## config.mk

```make
export PLATFORM = sky130hd
export DESIGN_NAME = smd_address_map
export DESIGN_NICKNAME = d
export VERILOG_FILES = /design/src/core/smd_pkg.sv /design/src/core/smd_address_map.sv /design/src/core/smd_region_decode.sv
export SDC_FILE = /design/constraint.sdc
export NUM_CORES = 1
export LEC_CHECK = 0
export ABC_CLOCK_PERIOD_IN_PS = 3600
export BUFFER_PORTS_ARGS = -buffer_cell sky130_fd_sc_hd__buf_2
export CAP_MARGIN = 20
export CELL_PAD_IN_SITES_DETAIL_PLACEMENT = 0
export CELL_PAD_IN_SITES_GLOBAL_PLACEMENT = 1
export CORE_UTILIZATION = 30
export DETAILED_ROUTE_END_ITERATION = 8
export PLACE_DENSITY_LB_ADDON = 0.1
export REMOVE_ABC_BUFFERS = 1
export SYNTH_ARGS = -nofsm -noshare
export SYNTH_HDL_FRONTEND = slang
export SYNTH_HIERARCHICAL = 1
export SYNTH_SLANG_ARGS = --single-unit
```

## constraint.sdc

```tcl
create_clock -name ref_clk -period 3.6 [get_ports ref_clk]
set_clock_uncertainty 0.05 [all_clocks]
set_input_delay 0.18 -clock ref_clk [delete_from_list [all_inputs] [get_ports ref_clk]]
set_output_delay 0.18 -clock ref_clk [all_outputs]
set_load 0.005 [all_outputs]
```

## src/core/smd_pkg.sv

```systemverilog
// Purpose: Constants for the system address map decoder
// Assumes: 20-bit byte addresses, 8-bit register data
// Notes:   Register table is indexed by entry number
package smd_pkg;

    // ========================================
    // Address space
    localparam int unsigned  SMD_AW            = 20;
    localparam logic [19:0]  SMD_ADDR_LOW      = 20'h00000;
    localparam logic [19:0]  SMD_ADDR_HIGH     = 20'hfffff;
    localparam logic [19:0]  SMD_SFR_LOW       = 20'h00000;
    localparam logic [19:0]  SMD_SFR_HIGH      = 20'h002ff;
    localparam logic [19:0]  SMD_RAM_BASE      = 20'h00400;
    localparam logic [19:0]  SMD_ROM_TOP       = 20'h0ffff;
    localparam logic [19:0]  SMD_ROM_LOW_FIX   = 20'h04000;
    localparam logic [19:0]  SMD_VEC_LOW       = 20'h0ffdc;
    localparam logic [19:0]  SMD_VEC_HIGH      = 20'h0ffff;
    localparam int unsigned  SMD_ROM_SPLIT_KB  = 48;
    localparam int unsigned  SMD_ROM_KB_DEF    = 48;
    localparam int unsigned  SMD_RAM_BYTES_DEF = 2560;

    // ========================================
    // Register table
    localparam int unsigned  SMD_NREG = 24;

    localparam logic [9:0] SMD_REG_ADDR [SMD_NREG] = '{
        10'h004, 10'h005, 10'h006, 10'h007, 10'h00a, 10'h00c,
        10'h00d, 10'h00e, 10'h00f, 10'h010, 10'h011, 10'h012,
        10'h013, 10'h014, 10'h015, 10'h016, 10'h01c, 10'h023,
        10'h024, 10'h025, 10'h031, 10'h032, 10'h036, 10'h037
    };

    localparam logic [7:0] SMD_REG_RST [SMD_NREG] = '{
        8'h00, 8'h00, 8'h68, 8'h10, 8'h00, 8'h04,
        8'h00, 8'h00, 8'h1f, 8'h00, 8'h00, 8'h00,
        8'h00, 8'h00, 8'h00, 8'h00, 8'h00, 8'h00,
        8'h00, 8'h00, 8'h08, 8'h00, 8'h00, 8'h00
    };

    // Entries whose reset value depends on startup options
    localparam int unsigned  SMD_IDX_CSGUARD   = 16;
    localparam int unsigned  SMD_IDX_FAST_OSCILLATOR_CONTROL_1      = 18;
    localparam int unsigned  SMD_IDX_VDET2     = 21;
    localparam int unsigned  SMD_IDX_VMON1     = 22;
    localparam logic [7:0]   SMD_CSGUARD_ALT   = 8'h80;
    localparam logic [7:0]   SMD_VDET2_ALT     = 8'h40;
    localparam logic [7:0]   SMD_VMON1_ALT     = 8'h41;
    localparam logic [7:0]   SMD_READ_DEFAULT  = 8'h00;

    // ========================================
    // Decoded target
    typedef enum logic [4:0] {
        SMD_TGT_NONE = 5'b00001,
        SMD_TGT_SFR  = 5'b00010,
        SMD_TGT_RAM  = 5'b00100,
        SMD_TGT_ROM  = 5'b01000,
        SMD_TGT_VEC  = 5'b10000
    } smd_target_t;

endpackage : smd_pkg

```

## src/core/smd_address_map.sv

```systemverilog
// Purpose: Address map decoder and low system register bank
// Assumes: Single-cycle CPU strobes on ref_clk
// Notes:   Memories and peripheral slices sit outside
//
// Function
// - Accept 20-bit address spanning 00000h to FFFFFh.
// - ROM up to 48K ends at 0FFFFh, grows down; 48K ROM is 04000h-0FFFFh.
// - 0FFDCh-0FFFFh decode to the fixed interrupt vector table.
// - RAM starts at 00400h upward; 2.5K RAM spans to 00DFFh.
// - RAM serves data accesses and stack pushes and pops.
// - 00000h-002FFh decode to the peripheral register area.
// - 128K ROM runs contiguously 04000h to 23FFFh.
// - Count guard register resets to 00h, or 80h with option.
// - 80h applies when count guard initial option bit is zero.
// - Supply detect register two resets to 00h or bit 6 set.
// - Bit 6 set when startup byte enables low voltage detect 0 and the reset is not a POR or VMON1 reset.
`timescale 1ns/10ps
module smd_address_map
    import smd_pkg::*;
#(
    parameter int unsigned ROM_KB     = SMD_ROM_KB_DEF,
    parameter int unsigned RAM_BYTES  = SMD_RAM_BYTES_DEF,
    parameter logic [7:0]  FAST_OSCILLATOR_CONTROL_1_TRIM  = 8'h00
) (
    input  wire logic        ref_clk,
    input  wire logic        rst,
    input  wire logic [19:0] cpu_addr,
    input  wire logic        cpu_rd,
    input  wire logic        cpu_wr,
    input  wire logic        cpu_stack,
    input  wire logic [7:0]  cpu_wdata,
    input  wire logic        count_guard_initial_option,
    input  wire logic        low_voltage_detect0_start,
    input  wire logic        por_or_vmon1_reset,
    input  wire logic [7:0]  periph_rdata,
    output logic             sel_sfr,
    output logic             sel_ram,
    output logic             sel_rom,
    output logic             sel_vec,
    output logic             sel_none,
    output logic             periph_sel,
    output logic [19:0]      ram_addr,
    output logic [19:0]      rom_addr,
    output logic             stack_fault,
    output logic [7:0]       cpu_rdata,
    output logic             cpu_rvalid
);

    // ========================================
    // Elaboration checks
    initial begin
        if (ROM_KB == 0 || ROM_KB > 960) begin
            $error("ROM size out of range");
        end
        if (RAM_BYTES == 0 || RAM_BYTES > 15360) begin
            $error("RAM size out of range");
        end
    end

    // ========================================
    // Region decode
    smd_target_t target;
    logic [19:0] ram_off;
    logic [19:0] rom_off;

    smd_region_decode #(
        .ROM_KB    (ROM_KB),
        .RAM_BYTES (RAM_BYTES)
    ) u_decode (
        .addr       (cpu_addr),
        .target     (target),
        .ram_offset (ram_off),
        .rom_offset (rom_off)
    );

    logic access;
    assign access = cpu_rd | cpu_wr;

    // ========================================
    // Register hit lookup
    logic [SMD_NREG-1:0] hit;
    logic                own_hit;
    logic                in_sfr;

    assign in_sfr = (target == SMD_TGT_SFR);

    genvar g;
    generate
        for (g = 0; g < SMD_NREG; g++) begin : g_hit
            assign hit[g] = in_sfr && (cpu_addr[9:0] == SMD_REG_ADDR[g]);
        end
    endgenerate

    assign own_hit = |hit;

    // ========================================
    // Startup-dependent reset values
    logic [7:0] rst_val [SMD_NREG];

    always_comb begin
        for (int i = 0; i < SMD_NREG; i++) begin
            rst_val[i] = SMD_REG_RST[i];
        end
        rst_val[SMD_IDX_FAST_OSCILLATOR_CONTROL_1] = FAST_OSCILLATOR_CONTROL_1_TRIM;
        if (!count_guard_initial_option) begin
            rst_val[SMD_IDX_CSGUARD] = SMD_CSGUARD_ALT;
        end
        if (low_voltage_detect0_start && !por_or_vmon1_reset) begin
            rst_val[SMD_IDX_VDET2] = SMD_VDET2_ALT;
            rst_val[SMD_IDX_VMON1] = SMD_VMON1_ALT;
        end
    end

    // ========================================
    // Register storage
    logic [7:0] reg_q [SMD_NREG];

    generate
        for (g = 0; g < SMD_NREG; g++) begin : g_reg
            always_ff @(posedge ref_clk) begin
                if (rst) begin
                    reg_q[g] <= rst_val[g];
                end else if (cpu_wr && hit[g]) begin
                    reg_q[g] <= cpu_wdata;
                end
            end
        end
    endgenerate

    // ========================================
    // Read data
    logic [7:0] own_rdata;

    always_comb begin
        own_rdata = SMD_READ_DEFAULT;
        for (int i = 0; i < SMD_NREG; i++) begin
            if (hit[i]) begin
                own_rdata = reg_q[i];
            end
        end
    end

    logic [7:0] rdata_d;
    logic [7:0] rdata_q;
    logic       rvalid_q;

    always_comb begin
        if (own_hit) begin
            rdata_d = own_rdata;
        end else if (in_sfr) begin
            rdata_d = periph_rdata;
        end else begin
            rdata_d = SMD_READ_DEFAULT;
        end
    end

    always_ff @(posedge ref_clk) begin
        if (rst) begin
            rdata_q  <= SMD_READ_DEFAULT;
            rvalid_q <= 1'b0;
        end else begin
            rvalid_q <= cpu_rd;
            if (cpu_rd) begin
                rdata_q <= rdata_d;
            end
        end
    end

    assign cpu_rdata  = rdata_q;
    assign cpu_rvalid = rvalid_q;

    // ========================================
    // Target selects
    always_comb begin
        sel_sfr     = access && in_sfr;
        periph_sel  = access && in_sfr && !own_hit;
        sel_ram     = access && (target == SMD_TGT_RAM);
        sel_rom     = access && (target == SMD_TGT_ROM);
        sel_vec     = access && (target == SMD_TGT_VEC);
        sel_none    = access && (target == SMD_TGT_NONE);
        stack_fault = access && cpu_stack && (target != SMD_TGT_RAM);
        ram_addr    = ram_off;
        rom_addr    = rom_off;
    end

endmodule : smd_address_map

```

## src/core/smd_region_decode.sv

```systemverilog
// Purpose: Combinational region decode of a CPU address
// Assumes: ROM and RAM sizes fixed at elaboration
// Notes:   Vector table wins over ROM
`timescale 1ns/10ps
module smd_region_decode
    import smd_pkg::*;
#(
    parameter int unsigned ROM_KB    = SMD_ROM_KB_DEF,
    parameter int unsigned RAM_BYTES = SMD_RAM_BYTES_DEF
) (
    input  wire logic [19:0] addr,
    output smd_target_t      target,
    output logic [19:0]      ram_offset,
    output logic [19:0]      rom_offset
);

    // ========================================
    // Region bounds
    localparam logic [20:0] ROM_BYTES = 21'(ROM_KB * 1024);
    localparam logic [19:0] ROM_LOW   = (ROM_KB <= SMD_ROM_SPLIT_KB)
        ? 20'(21'h10000 - ROM_BYTES) : SMD_ROM_LOW_FIX;
    localparam logic [19:0] ROM_HIGH  = (ROM_KB <= SMD_ROM_SPLIT_KB)
        ? SMD_ROM_TOP : 20'(21'(SMD_ROM_LOW_FIX) + ROM_BYTES - 21'h1);
    localparam logic [19:0] RAM_HIGH  = 20'(21'(SMD_RAM_BASE) + 21'(RAM_BYTES) - 21'h1);

    // ========================================
    // Decode
    always_comb begin
        ram_offset = addr - SMD_RAM_BASE;
        rom_offset = addr - ROM_LOW;
        if (addr <= SMD_SFR_HIGH) begin
            target = SMD_TGT_SFR;
        end else if (addr >= SMD_RAM_BASE && addr <= RAM_HIGH) begin
            target = SMD_TGT_RAM;
        end else if (addr >= SMD_VEC_LOW && addr <= SMD_VEC_HIGH) begin
            target = SMD_TGT_VEC;
        end else if (addr >= ROM_LOW && addr <= ROM_HIGH) begin
            target = SMD_TGT_ROM;
        end else begin
            target = SMD_TGT_NONE;
        end
    end

endmodule : smd_region_decode

```

==> impl_metrics.env, run 1 <==
export IMPL_yosys_area_top_type="edfxtp_1"
export IMPL_ys_seq_area_share_pct=53.33
export IMPL_rr_endpoint="cpu_rdata[7]"
export IMPL_clockBufferDepth=3
export IMPL_synthFlopType="edfxtp_1"
export IMPL_synth_top_area_share_pct=51.72
export IMPL_synth_compound_area_share_pct=14.34
export IMPL_wl_um=48790
export IMPL_worstHoldStart="por_or_vmon1_reset"
export IMPL_yosys_area_share_adder_pct=0.7856
export IMPL_p_leak_nw=5.662
export IMPL_track_usage_pct=25.55
export IMPL_worst_pin_slew_ps=1008
export IMPL_fin_crit_sh_pct=97.65
export IMPL_syn_area_mm2=0.01115
export IMPL_cts_clk_slew_worst_paths_ps=60
export IMPL_io_pins=100
export IMPL_regArea_mm2=0.005946
export IMPL_hold_class="input port to flip-flop"
export IMPL_antenna_left=0
export IMPL_postSynthCellCount=1076
export IMPL_synth_edff_count=192
export IMPL_die_h_um=194.8
export IMPL_vias=10200
export IMPL_dp_hpwl_um=35830
export IMPL_rows=70
export IMPL_fp_coreArea_mm2=0.03661
export IMPL_io_buffers=99
export IMPL_fin_nets=1399
export IMPL_fin_crit_ps=3515
export IMPL_synth_cell_types=81
export IMPL_placed_area_mm2=0.01359
export IMPL_cts_tree="yes"
export IMPL_wl_per_cell_um=26.66
export IMPL_design_die_area_mm2=0.03794
export IMPL_synth_avg_cell_area_um2=10.36
export IMPL_async_flop_share_pct=0
export IMPL_pwr_density_cell_mw_per_mm2=375.6
export IMPL_crit_arrival_ps=3290
export IMPL_via_per_inst=5.572
export IMPL_final_cell_mix="buf_4, edfxtp_1, nor2_1, buf_2, and3_1"
export IMPL_ctsHtreeMaxLevel=1
export IMPL_vdd_ir_drop_max_uv=276.7
export IMPL_rr_startpoint="reg_q[0][39]"
export IMPL_worstSkewPairLatency_ps=540
export IMPL_hold_depth=3
export IMPL_criticalPathCategory="input port to primary output"
export IMPL_crit_fanout=8
export IMPL_grt_pass1_vias=9892
export IMPL_die_w_um=194.8
export IMPL_final_area_mm2=0.01463
export IMPL_fillers=3613
export IMPL_finalHoldViolCount=0
export IMPL_antenna_cells=0
export IMPL_whs_endpoint="reg_q[2][46]"
export IMPL_final_common_cell="buf_4"
export IMPL_dr_pass1_iters=6
export IMPL_initial_core_util_pct=30.45
export IMPL_area_growth_pct=31.19
export IMPL_required_ps=3370
export IMPL_yosys_register_bits=201
export IMPL_ys_warn_count=6
export IMPL_place_congestion=0.9563
export IMPL_cts_root_buf="clkbuf_16"
export IMPL_drc_errors=0
export IMPL_timing_hold_ws_ps=25.11
export IMPL_yosys_top_cells_area="edfxtp_1, nor2_1, and3_1, clkbuf_1, nand2_1"
export IMPL_synth_mux_area_share_pct=0.5387
export IMPL_grt_pass1_wl_um=70380
export IMPL_maxSlewViolCount=0
export IMPL_drtIter0Drc=967
export IMPL_drive_gt1_share_pct=31.13
export IMPL_setup_viol=0
export IMPL_cts_sinks=201
export IMPL_grt_max_degree=52
export IMPL_synthXorXnorAreaFrac_pct=0.9428
export IMPL_multiInputGateArea_mm2=0.004723
export IMPL_r2r_setup_slack_ps=1490
export IMPL_start_kind="input port"
export IMPL_status="complete, no violations"
export IMPL_fmax_ghz=0.2845
export IMPL_numCtsBuffers=24
export IMPL_drv_cap=0
export IMPL_synth_top_family_by_area="simple AND/OR/NAND/NOR gates"
export IMPL_reg2regPathDepth=8
export IMPL_synthSimpleGateAreaFrac_pct=24.38
export IMPL_end_kind="primary output"
export IMPL_slew_headroom_pct=32.62
export IMPL_grt_overflow_total=0
export IMPL_rsz0062_at_grt="true"
export IMPL_antenna_found_initial=0
-- report_power, final --
group          total (mW)  internal (mW)  switching (mW)
Combinational       0.495          0.176           0.319
Clock                2.27           1.29           0.981
Sequential           2.73           2.67          0.0597
-- layout make-up --
class                      count  area share, %
tap                          468          4.004
multi-input combinational    743          32.30
sequential                   201          40.65
inverter                      25         0.6416
timing repair buffer         353          17.59
clock inverter                10         0.5561
clock buffer                  30          4.260
-- logic make-up (layout without fill, tap and decap cells) --
logic type               Yosys count  after routing
AND/OR/NAND/NOR                  499            499
AO/OA/AOI/OAI                    219            219
flip-flops                       201            201
buffers and inverters            132            418
XOR/XNOR                          12             12
adder cells (fa/ha/maj)            7              7
multiplexers                       6              6
-- worst max-delay path, cell delays in order --
cell and delay (ps):
buf_2 110, inv_1 70, ha_2 200, nand2_1 60
or4_4 500, a21oi_4 210, nor4b_1 80, buf_4 150
or3_4 450, buf_6 180, nor4_4 270, buf_4 160
a211oi_2 50, nor4b_1 160, nand2_1 130, buf_6 120
nor3_1 50, buf_2 150
-- worst max path at each step --
stage	start	end	cells past startpoint
3_3_place_gp	cpu_addr[10]	cpu_rdata[7]	18
2_1_floorplan	cpu_addr[18]	cpu_rdata[5]	12
5_1_grt	cpu_addr[10]	periph_sel	18
3_5_place_dp	cpu_addr[10]	cpu_rdata[7]	18
6_report	cpu_addr[10]	periph_sel	18
4_1_cts	cpu_addr[10]	cpu_rdata[7]	18
-- layer usage --
layer | wire length, um | vias to the layer above | GRT usage (%)
met2 | 22020 | 413 | 40.29
met5 | 0 | - | 0
met1 | 22760 | 5143 | 37.67
met4 | 820 | 0 | 5.133
met3 | 3179 | 46 | 2.811
li1 | - | 4594 | -
-- repair_timing --
item                                   CTS  global route
pin swaps                                1             8
setup endpoints to repair                2             5
hold buffers                            10             0
endpoints found under the hold margin   10             0
resized for setup                        3            23
setup buffers                            1            11
-- flip-flops by register name, indices dropped and copies added, names as in the netlist --
name        flops
reg_q         192
cpu_rdata       8
cpu_rvalid      1
-- Yosys cell counts (4+ instances only) --
cell type  count
a211oi_1      10
a21o_1        21
a21oi_1       25
a221oi_1       7
a222oi_1       8
a22o_1         6
a22oi_1       10
a31o_2         5
a31oi_1        9
and2_1        26
and3_1        64
buf_1          4
buf_2          8
buf_4         24
buf_6          5
clkbuf_1      66
dfxtp_1        9
edfxtp_1     192
ha_1           7
inv_1         25
mux2i_1        6
nand2_1       56
nand2b_1      13
nand3_1       32
nand4_1       16
nand4b_1       4
nor2_1       163
nor2b_1       11
nor3_1        25
nor3b_1        5
nor4_1        21
nor4_2         8
nor4b_1        5
o2111ai_1     10
o211ai_1      11
o21ai_0       32
o21bai_1       7
o221ai_1       6
o22ai_1       14
or3_1         12
or4_1          7
xnor2_1        7
xor2_1         5
-- per-stage QoR --
step / TNS, ps / instances / util [%] / worst slack [ps] / power, mW
finish: 0 / 1830 / 39.95 / 84.54 / 5.494
global route: -60.88 / 1830 / 39.95 / -60.88 / 5.649
CTS: -87.50 / 1819 / 39.40 / -55.38 / 5.507
detailed placement: -5357 / 1768 / 37.12 / -579.4 / 3.255
global placement: -4260 / 1768 / 37.12 / -549.2 / 3.258
floorplan: -6133 / 969 / - / -433.7 / 2.899
Note: power is estimated with default switching activity, not from simulation.
==> inputs of run 2 (changes only) <==
Settings changed: ABC_CLOCK_PERIOD_IN_PS 3600 to 2910, CTS_BUF_LIST from default to sky130_fd_sc_hd__clkbuf_2.
Clock period 3.6 ns to 2.91 ns, I/O delays scaled along.
==> run 2 against run 1 <==
The flow now finishes with violations (negative setup slack). Largest power group unchanged. Highest routed layer unchanged. Clock power is essentially flat. Utilization increased by 2.9 points. First-iteration DRC count decreased by 7.5%.
==> impl_metrics.env, run 2 (same netlist as run 1, synthesis figures left out) <==
export IMPL_cts_clk_slew_worst_paths_ps=100
export IMPL_drc_errors=0
export IMPL_area_growth_pct=40.68
export IMPL_p_int_mw=4.537
export IMPL_cts_tree="yes"
export IMPL_fin_crit_sh_pct=111.9
export IMPL_p_clk_share_pct=35.5
export IMPL_critPathBufInv=6
export IMPL_drive_gt1_share_pct=38.15
export IMPL_fp_coreArea_mm2=0.03661
export IMPL_grt_pass1_wl_um=73160
export IMPL_drv_cap=0
export IMPL_cp_top_family="simple AND/OR/NAND/NOR gates"
export IMPL_worstSkewPairLatency_ps=1000
export IMPL_dp_hpwl_um=36640
export IMPL_initial_core_util_pct=30.45
export IMPL_wl_per_cell_um=25.11
export IMPL_largest_reg_flops=192
export IMPL_maxSlewViolCount=0
export IMPL_hold_class="input port to flip-flop"
export IMPL_seq_power_share_pct=53.2
export IMPL_final_common_cell="buf_4"
export IMPL_crit_chain="buf_6 -> inv_2 -> ha_4 -> nand2_2 -> or4_4 -> a21oi_4 -> buf_6 -> or4b_4 -> buf_8 -> nor4_4 -> nor2_2 -> and4_1 -> nand2_2 -> buf_6 -> nor3_2 -> buf_2"
export IMPL_dr_pass1_iters=7
export IMPL_cts_root_buf="clkbuf_2"
export IMPL_grt_overflow_total=0
export IMPL_cpPeakStageDelay_ps=480
export IMPL_setup_slack_ps=-346.8
export IMPL_fin_crit_ps=3257
export IMPL_wl_um=50070
export IMPL_vias=10730
export IMPL_ctsHtreeMaxLevel=2
export IMPL_crit_fanout=4
export IMPL_switchingPower_mw=1.802
export IMPL_dp_slack_ps=-1087
export IMPL_design_die_area_mm2=0.03794
export IMPL_path_common_cell="buf_6"
export IMPL_grt_pass1_vias=10750
export IMPL_pwr_density_cell_mw_per_mm2=404.2
export IMPL_crit_arrival_ps=3060
export IMPL_track_usage_pct=26.71
export IMPL_slew_headroom_pct=29.34
export IMPL_vdd_ir_drop_max_uv=239.7
export IMPL_timing_hold_ws_ps=112.7
export IMPL_start_kind="input port"
export IMPL_finalHoldViolCount=0
export IMPL_die_h_um=194.8
export IMPL_pwr_share_comb_pct=11.3
export IMPL_io_pins=100
export IMPL_rsz0062_at_grt="true"
export IMPL_criticalPathCategory="input port to primary output"
export IMPL_drtIter0Drc=894
export IMPL_largest_register="reg_q"
export IMPL_tns_ps=-572.3
export IMPL_via_per_inst=5.380
export IMPL_fin_nets=1531
export IMPL_setup_viol=6
export IMPL_antenna_found_initial=1
export IMPL_fmax_ghz=0.3071
export IMPL_failed_checks="negative setup slack"
export IMPL_cp_slowest_cell="or4b_4"
export IMPL_io_buffers=99
export IMPL_swShare_pct=28.43
export IMPL_final_cell_mix="buf_4, edfxtp_1, nor2_1, buf_2, clkbuf_2"
export IMPL_numCtsBuffers=55
export IMPL_end_kind="primary output"
export IMPL_total_power_mw=6.339
export IMPL_antenna_left=0
export IMPL_place_congestion=0.9600
export IMPL_rows=70
export IMPL_stdcell_count=1994
export IMPL_worst_pin_slew_ps=1060
export IMPL_die_w_um=194.8
export IMPL_grt_max_degree=52
export IMPL_cts_sinks=201
export IMPL_clockBufferDepth=3
export IMPL_status="complete, but fails checks"
export IMPL_numPlacedInstances=1820
export IMPL_required_ps=2710
export IMPL_p_leak_nw=6.292
==> run 2: layout make-up <==
| class | instances | area (um^2) |
|---|---|---|
| clock buffers | 82 | 410.4 |
| clock inverters | 18 | 132.6 |
| flip-flops and latches | 201 | 5946 |
| inverters | 25 | 96.34 |
| diodes | 3 | 7.507 |
| fillers | 3648 | 20930 |
| multi-input cells | 743 | 4949 |
| repair buffers | 454 | 3557 |
| well taps | 468 | 585.6 |
==> run 2: layer usage <==
layer | part of all wire (%) | up-vias | global-route usage [%]
met3 | 7.7 | 86 | 6.299
met2 | 45 | 461 | 41.76
met1 | 45 | 5280 | 36.20
li1 | - | 4900 | -
met5 | 0 | - | 0
met4 | 3.0 | 0 | 8.924
==> run 2: per-stage QoR <==
stage	area (um^2)	utilization, %
6_report	15680	42.84
5_1_grt	15680	42.83
4_1_cts	15400	42.07
3_5_place_dp	13990	38.22
3_3_place_gp	13990	38.22
2_1_floorplan	10610	-
==> run 2: worst min-delay path: cells and delay by family <==
| kind | cells | cell delay, ps |
|---|---|---|
| buffers and inverters | 5 | 680 |
| and+or+nand+nor | 3 | 170 |
==> run 2: power by group through the flow <==
stage	sequential, mW	combinational [mW]	clock (mW)
after global routing	3.38	0.765	2.44
final	3.37	0.717	2.25
after floorplan	3.39	0.194	0
after detailed placement	3.43	0.634	0
after CTS	3.37	0.700	2.33
after global placement	3.43	0.635	0
==> run 2: path summary, 6_finish.rpt <==
check | start | to | slack (ps) | cells past startpoint
min | cpu_addr[7] | reg_q[0][50] | 110 | 8
max | cpu_addr[10] | periph_sel | -350 | 16
min reg2reg | cpu_rdata[6] | cpu_rdata[6] | 590 | 4
max reg2reg | reg_q[0][39] | cpu_rdata[7] | 790 | 8
==> run 2: what timing repair did <==
item | CTS | global route
buffers inserted | 30 | 11
hold endpoints to repair | 365 | 0
hold buffers | 41 | 0
pin swaps | 15 | 25
gates resized for setup | 56 | 50
endpoints found under the setup margin | 4 | 12
==> inputs of run 3 (changes only) <==
Settings changed: CELL_PAD_IN_SITES_DETAIL_PLACEMENT 0 to default, CELL_PAD_IN_SITES_GLOBAL_PLACEMENT 1 to default, CORE_UTILIZATION 30 to 31, PLACE_DENSITY_LB_ADDON 0.1 to default, SKIP_CTS_REPAIR_TIMING from default to 1.
==> run 3 against run 2 <==
The flow still finishes with violations (negative setup slack). Critical endpoint unchanged. Combinational power down 8.4%. First-iteration DRC count rose by 62%. Flip-flop and latch count is the same. Wire length decreased by 11%. Largest cell class unchanged. Clock power down 20%. Cell count fell by 4.0%. Highest routed layer unchanged. Global-route usage shrank 2.7 points. Register-to-register slack better by 120 ps. Critical path depth is 1 lower.
==> impl_metrics.env, run 3 (same netlist as run 1, synthesis figures left out) <==
export IMPL_track_usage_pct=24.04
export IMPL_dp_hpwl_um=33170
export IMPL_switchingPower_mw=1.628
export IMPL_maxSlewViolCount=0
export IMPL_seq_power_share_pct=57.9
export IMPL_placed_area_mm2=0.01380
export IMPL_required_ps=2710
export IMPL_finalHoldViolCount=0
export IMPL_drc_errors=0
export IMPL_swShare_pct=28.00
export IMPL_p_leak_nw=5.851
export IMPL_grt_pass1_vias=10370
export IMPL_status="complete, but fails checks"
export IMPL_cts_tree="yes"
export IMPL_initial_core_util_pct=31.42
export IMPL_pwr_density_cell_mw_per_mm2=393.3
export IMPL_pwr_share_comb_pct=11.3
export IMPL_fin_nets=1468
export IMPL_crit_fanout=7
export IMPL_die_h_um=191.6
export IMPL_vdd_ir_drop_max_uv=271.8
export IMPL_largest_register="reg_q"
export IMPL_vias=10740
export IMPL_p_int_mw=4.187
export IMPL_utilization_pct=41.67
export IMPL_cts_clk_slew_worst_paths_ps=100
export IMPL_start_kind="input port"
export IMPL_grt_overflow_total=0
export IMPL_grt_pass1_wl_um=65080
export IMPL_failed_checks="negative setup slack"
export IMPL_cts_sinks=201
export IMPL_wl_um=44680
export IMPL_numCtsBuffers=49
export IMPL_regArea_mm2=0.005946
export IMPL_die_w_um=191.6
export IMPL_worst_pin_slew_ps=778.5
export IMPL_total_power_mw=5.815
export IMPL_criticalPathCategory="input port to primary output"
export IMPL_setup_slack_ps=-345.8
export IMPL_dr_pass1_iters=5
export IMPL_drtIter0Drc=1445
export IMPL_crit_arrival_ps=3060
export IMPL_setup_viol=2
export IMPL_multiInputGateArea_mm2=0.004807
export IMPL_place_congestion=1.023
export IMPL_fmax_ghz=0.3071
export IMPL_antenna_left=0
export IMPL_via_per_inst=5.611
export IMPL_final_cell_mix="buf_4, edfxtp_1, nor2_1, buf_2, clkbuf_2"
export IMPL_rsz0062_at_grt="true"
export IMPL_fin_crit_ps=3256
export IMPL_rows=69
export IMPL_wl_per_cell_um=23.34
export IMPL_p_clk_share_pct=30.8
export IMPL_final_area_mm2=0.01479
export IMPL_ctsHtreeMaxLevel=2
export IMPL_grt_max_degree=50
export IMPL_fin_crit_sh_pct=111.9
export IMPL_antenna_found_initial=1
export IMPL_cts_root_buf="clkbuf_2"
export IMPL_clockBufferDepth=3
export IMPL_worstSkewPairLatency_ps=870
export IMPL_fillers=3436
export IMPL_io_buffers=99
export IMPL_design_die_area_mm2=0.03672
export IMPL_stdcell_count=1914
export IMPL_area_growth_pct=32.64
export IMPL_numPlacedInstances=1793
export IMPL_drive_gt1_share_pct=35.06
export IMPL_slew_headroom_pct=47.98
export IMPL_io_pins=100
export IMPL_hold_class="input port to flip-flop"
export IMPL_largest_reg_flops=192
export IMPL_fp_coreArea_mm2=0.03548
export IMPL_timing_hold_ws_ps=43.01
export IMPL_final_common_cell="buf_4"
export IMPL_drv_cap=0
export IMPL_end_kind="primary output"
run 3: power groups by stage:
stage               clock (mW)  combinational, mW  sequential [mW]
finish                    1.79              0.657             3.37
global route              1.96              0.700             3.38
CTS                       1.83              0.600             3.37
detailed placement           0              0.597             3.43
global placement             0              0.595             3.43
floorplan                    0              0.194             3.39
run 3: stage by stage:
stage,TNS [ps],setup WS (ps)
6_report,-394.7,-345.8
5_1_grt,-585.4,-460.0
4_1_cts,-852.5,-778.2
3_5_place_dp,-146350,-934.6
3_3_place_gp,-139030,-927.3
2_1_floorplan,-108680,-1089
run 3: path summary, 6_finish.rpt:
check	from	to	slack [ps]	depth (start not counted)
min reg2reg	reg_q[0][56]	cpu_rdata[0]	600	3
max reg2reg	reg_q[0][28]	cpu_rdata[4]	910	6
min	periph_rdata[7]	cpu_rdata[7]	40	4
max	cpu_addr[4]	periph_sel	-350	15
run 3: layout make-up:
type,count,share of cell area (%)
Inverter,25,0.6346
Clock buffer,67,2.268
Clock inverter,19,0.5839
Sequential cell,201,40.21
Tap cell,461,3.901
Multi-Input combinational cell,743,32.51
Antenna cell,1,0.01692
Timing Repair Buffer,397,19.88
run 3: metal layers:
metal | part of all wire (%) | track usage [%]
met3 | 9.2 | 4.166
met2 | 45 | 38.67
met1 | 41 | 32.03
met4 | 4.1 | 9.585
met5 | 0 | 0
run 3: worst max-delay path, cell delays in order:
cell,delay (ps)
buf_4,110
nand4_1,130
or4_4,560
a21oi_4,180
nor4_2,70
buf_4,170
or4b_4,560
buf_6,160
nor4_4,310
nor2_1,100
and4_1,190
nand2_2,70
buf_6,100
nor3_1,40
buf_2,150
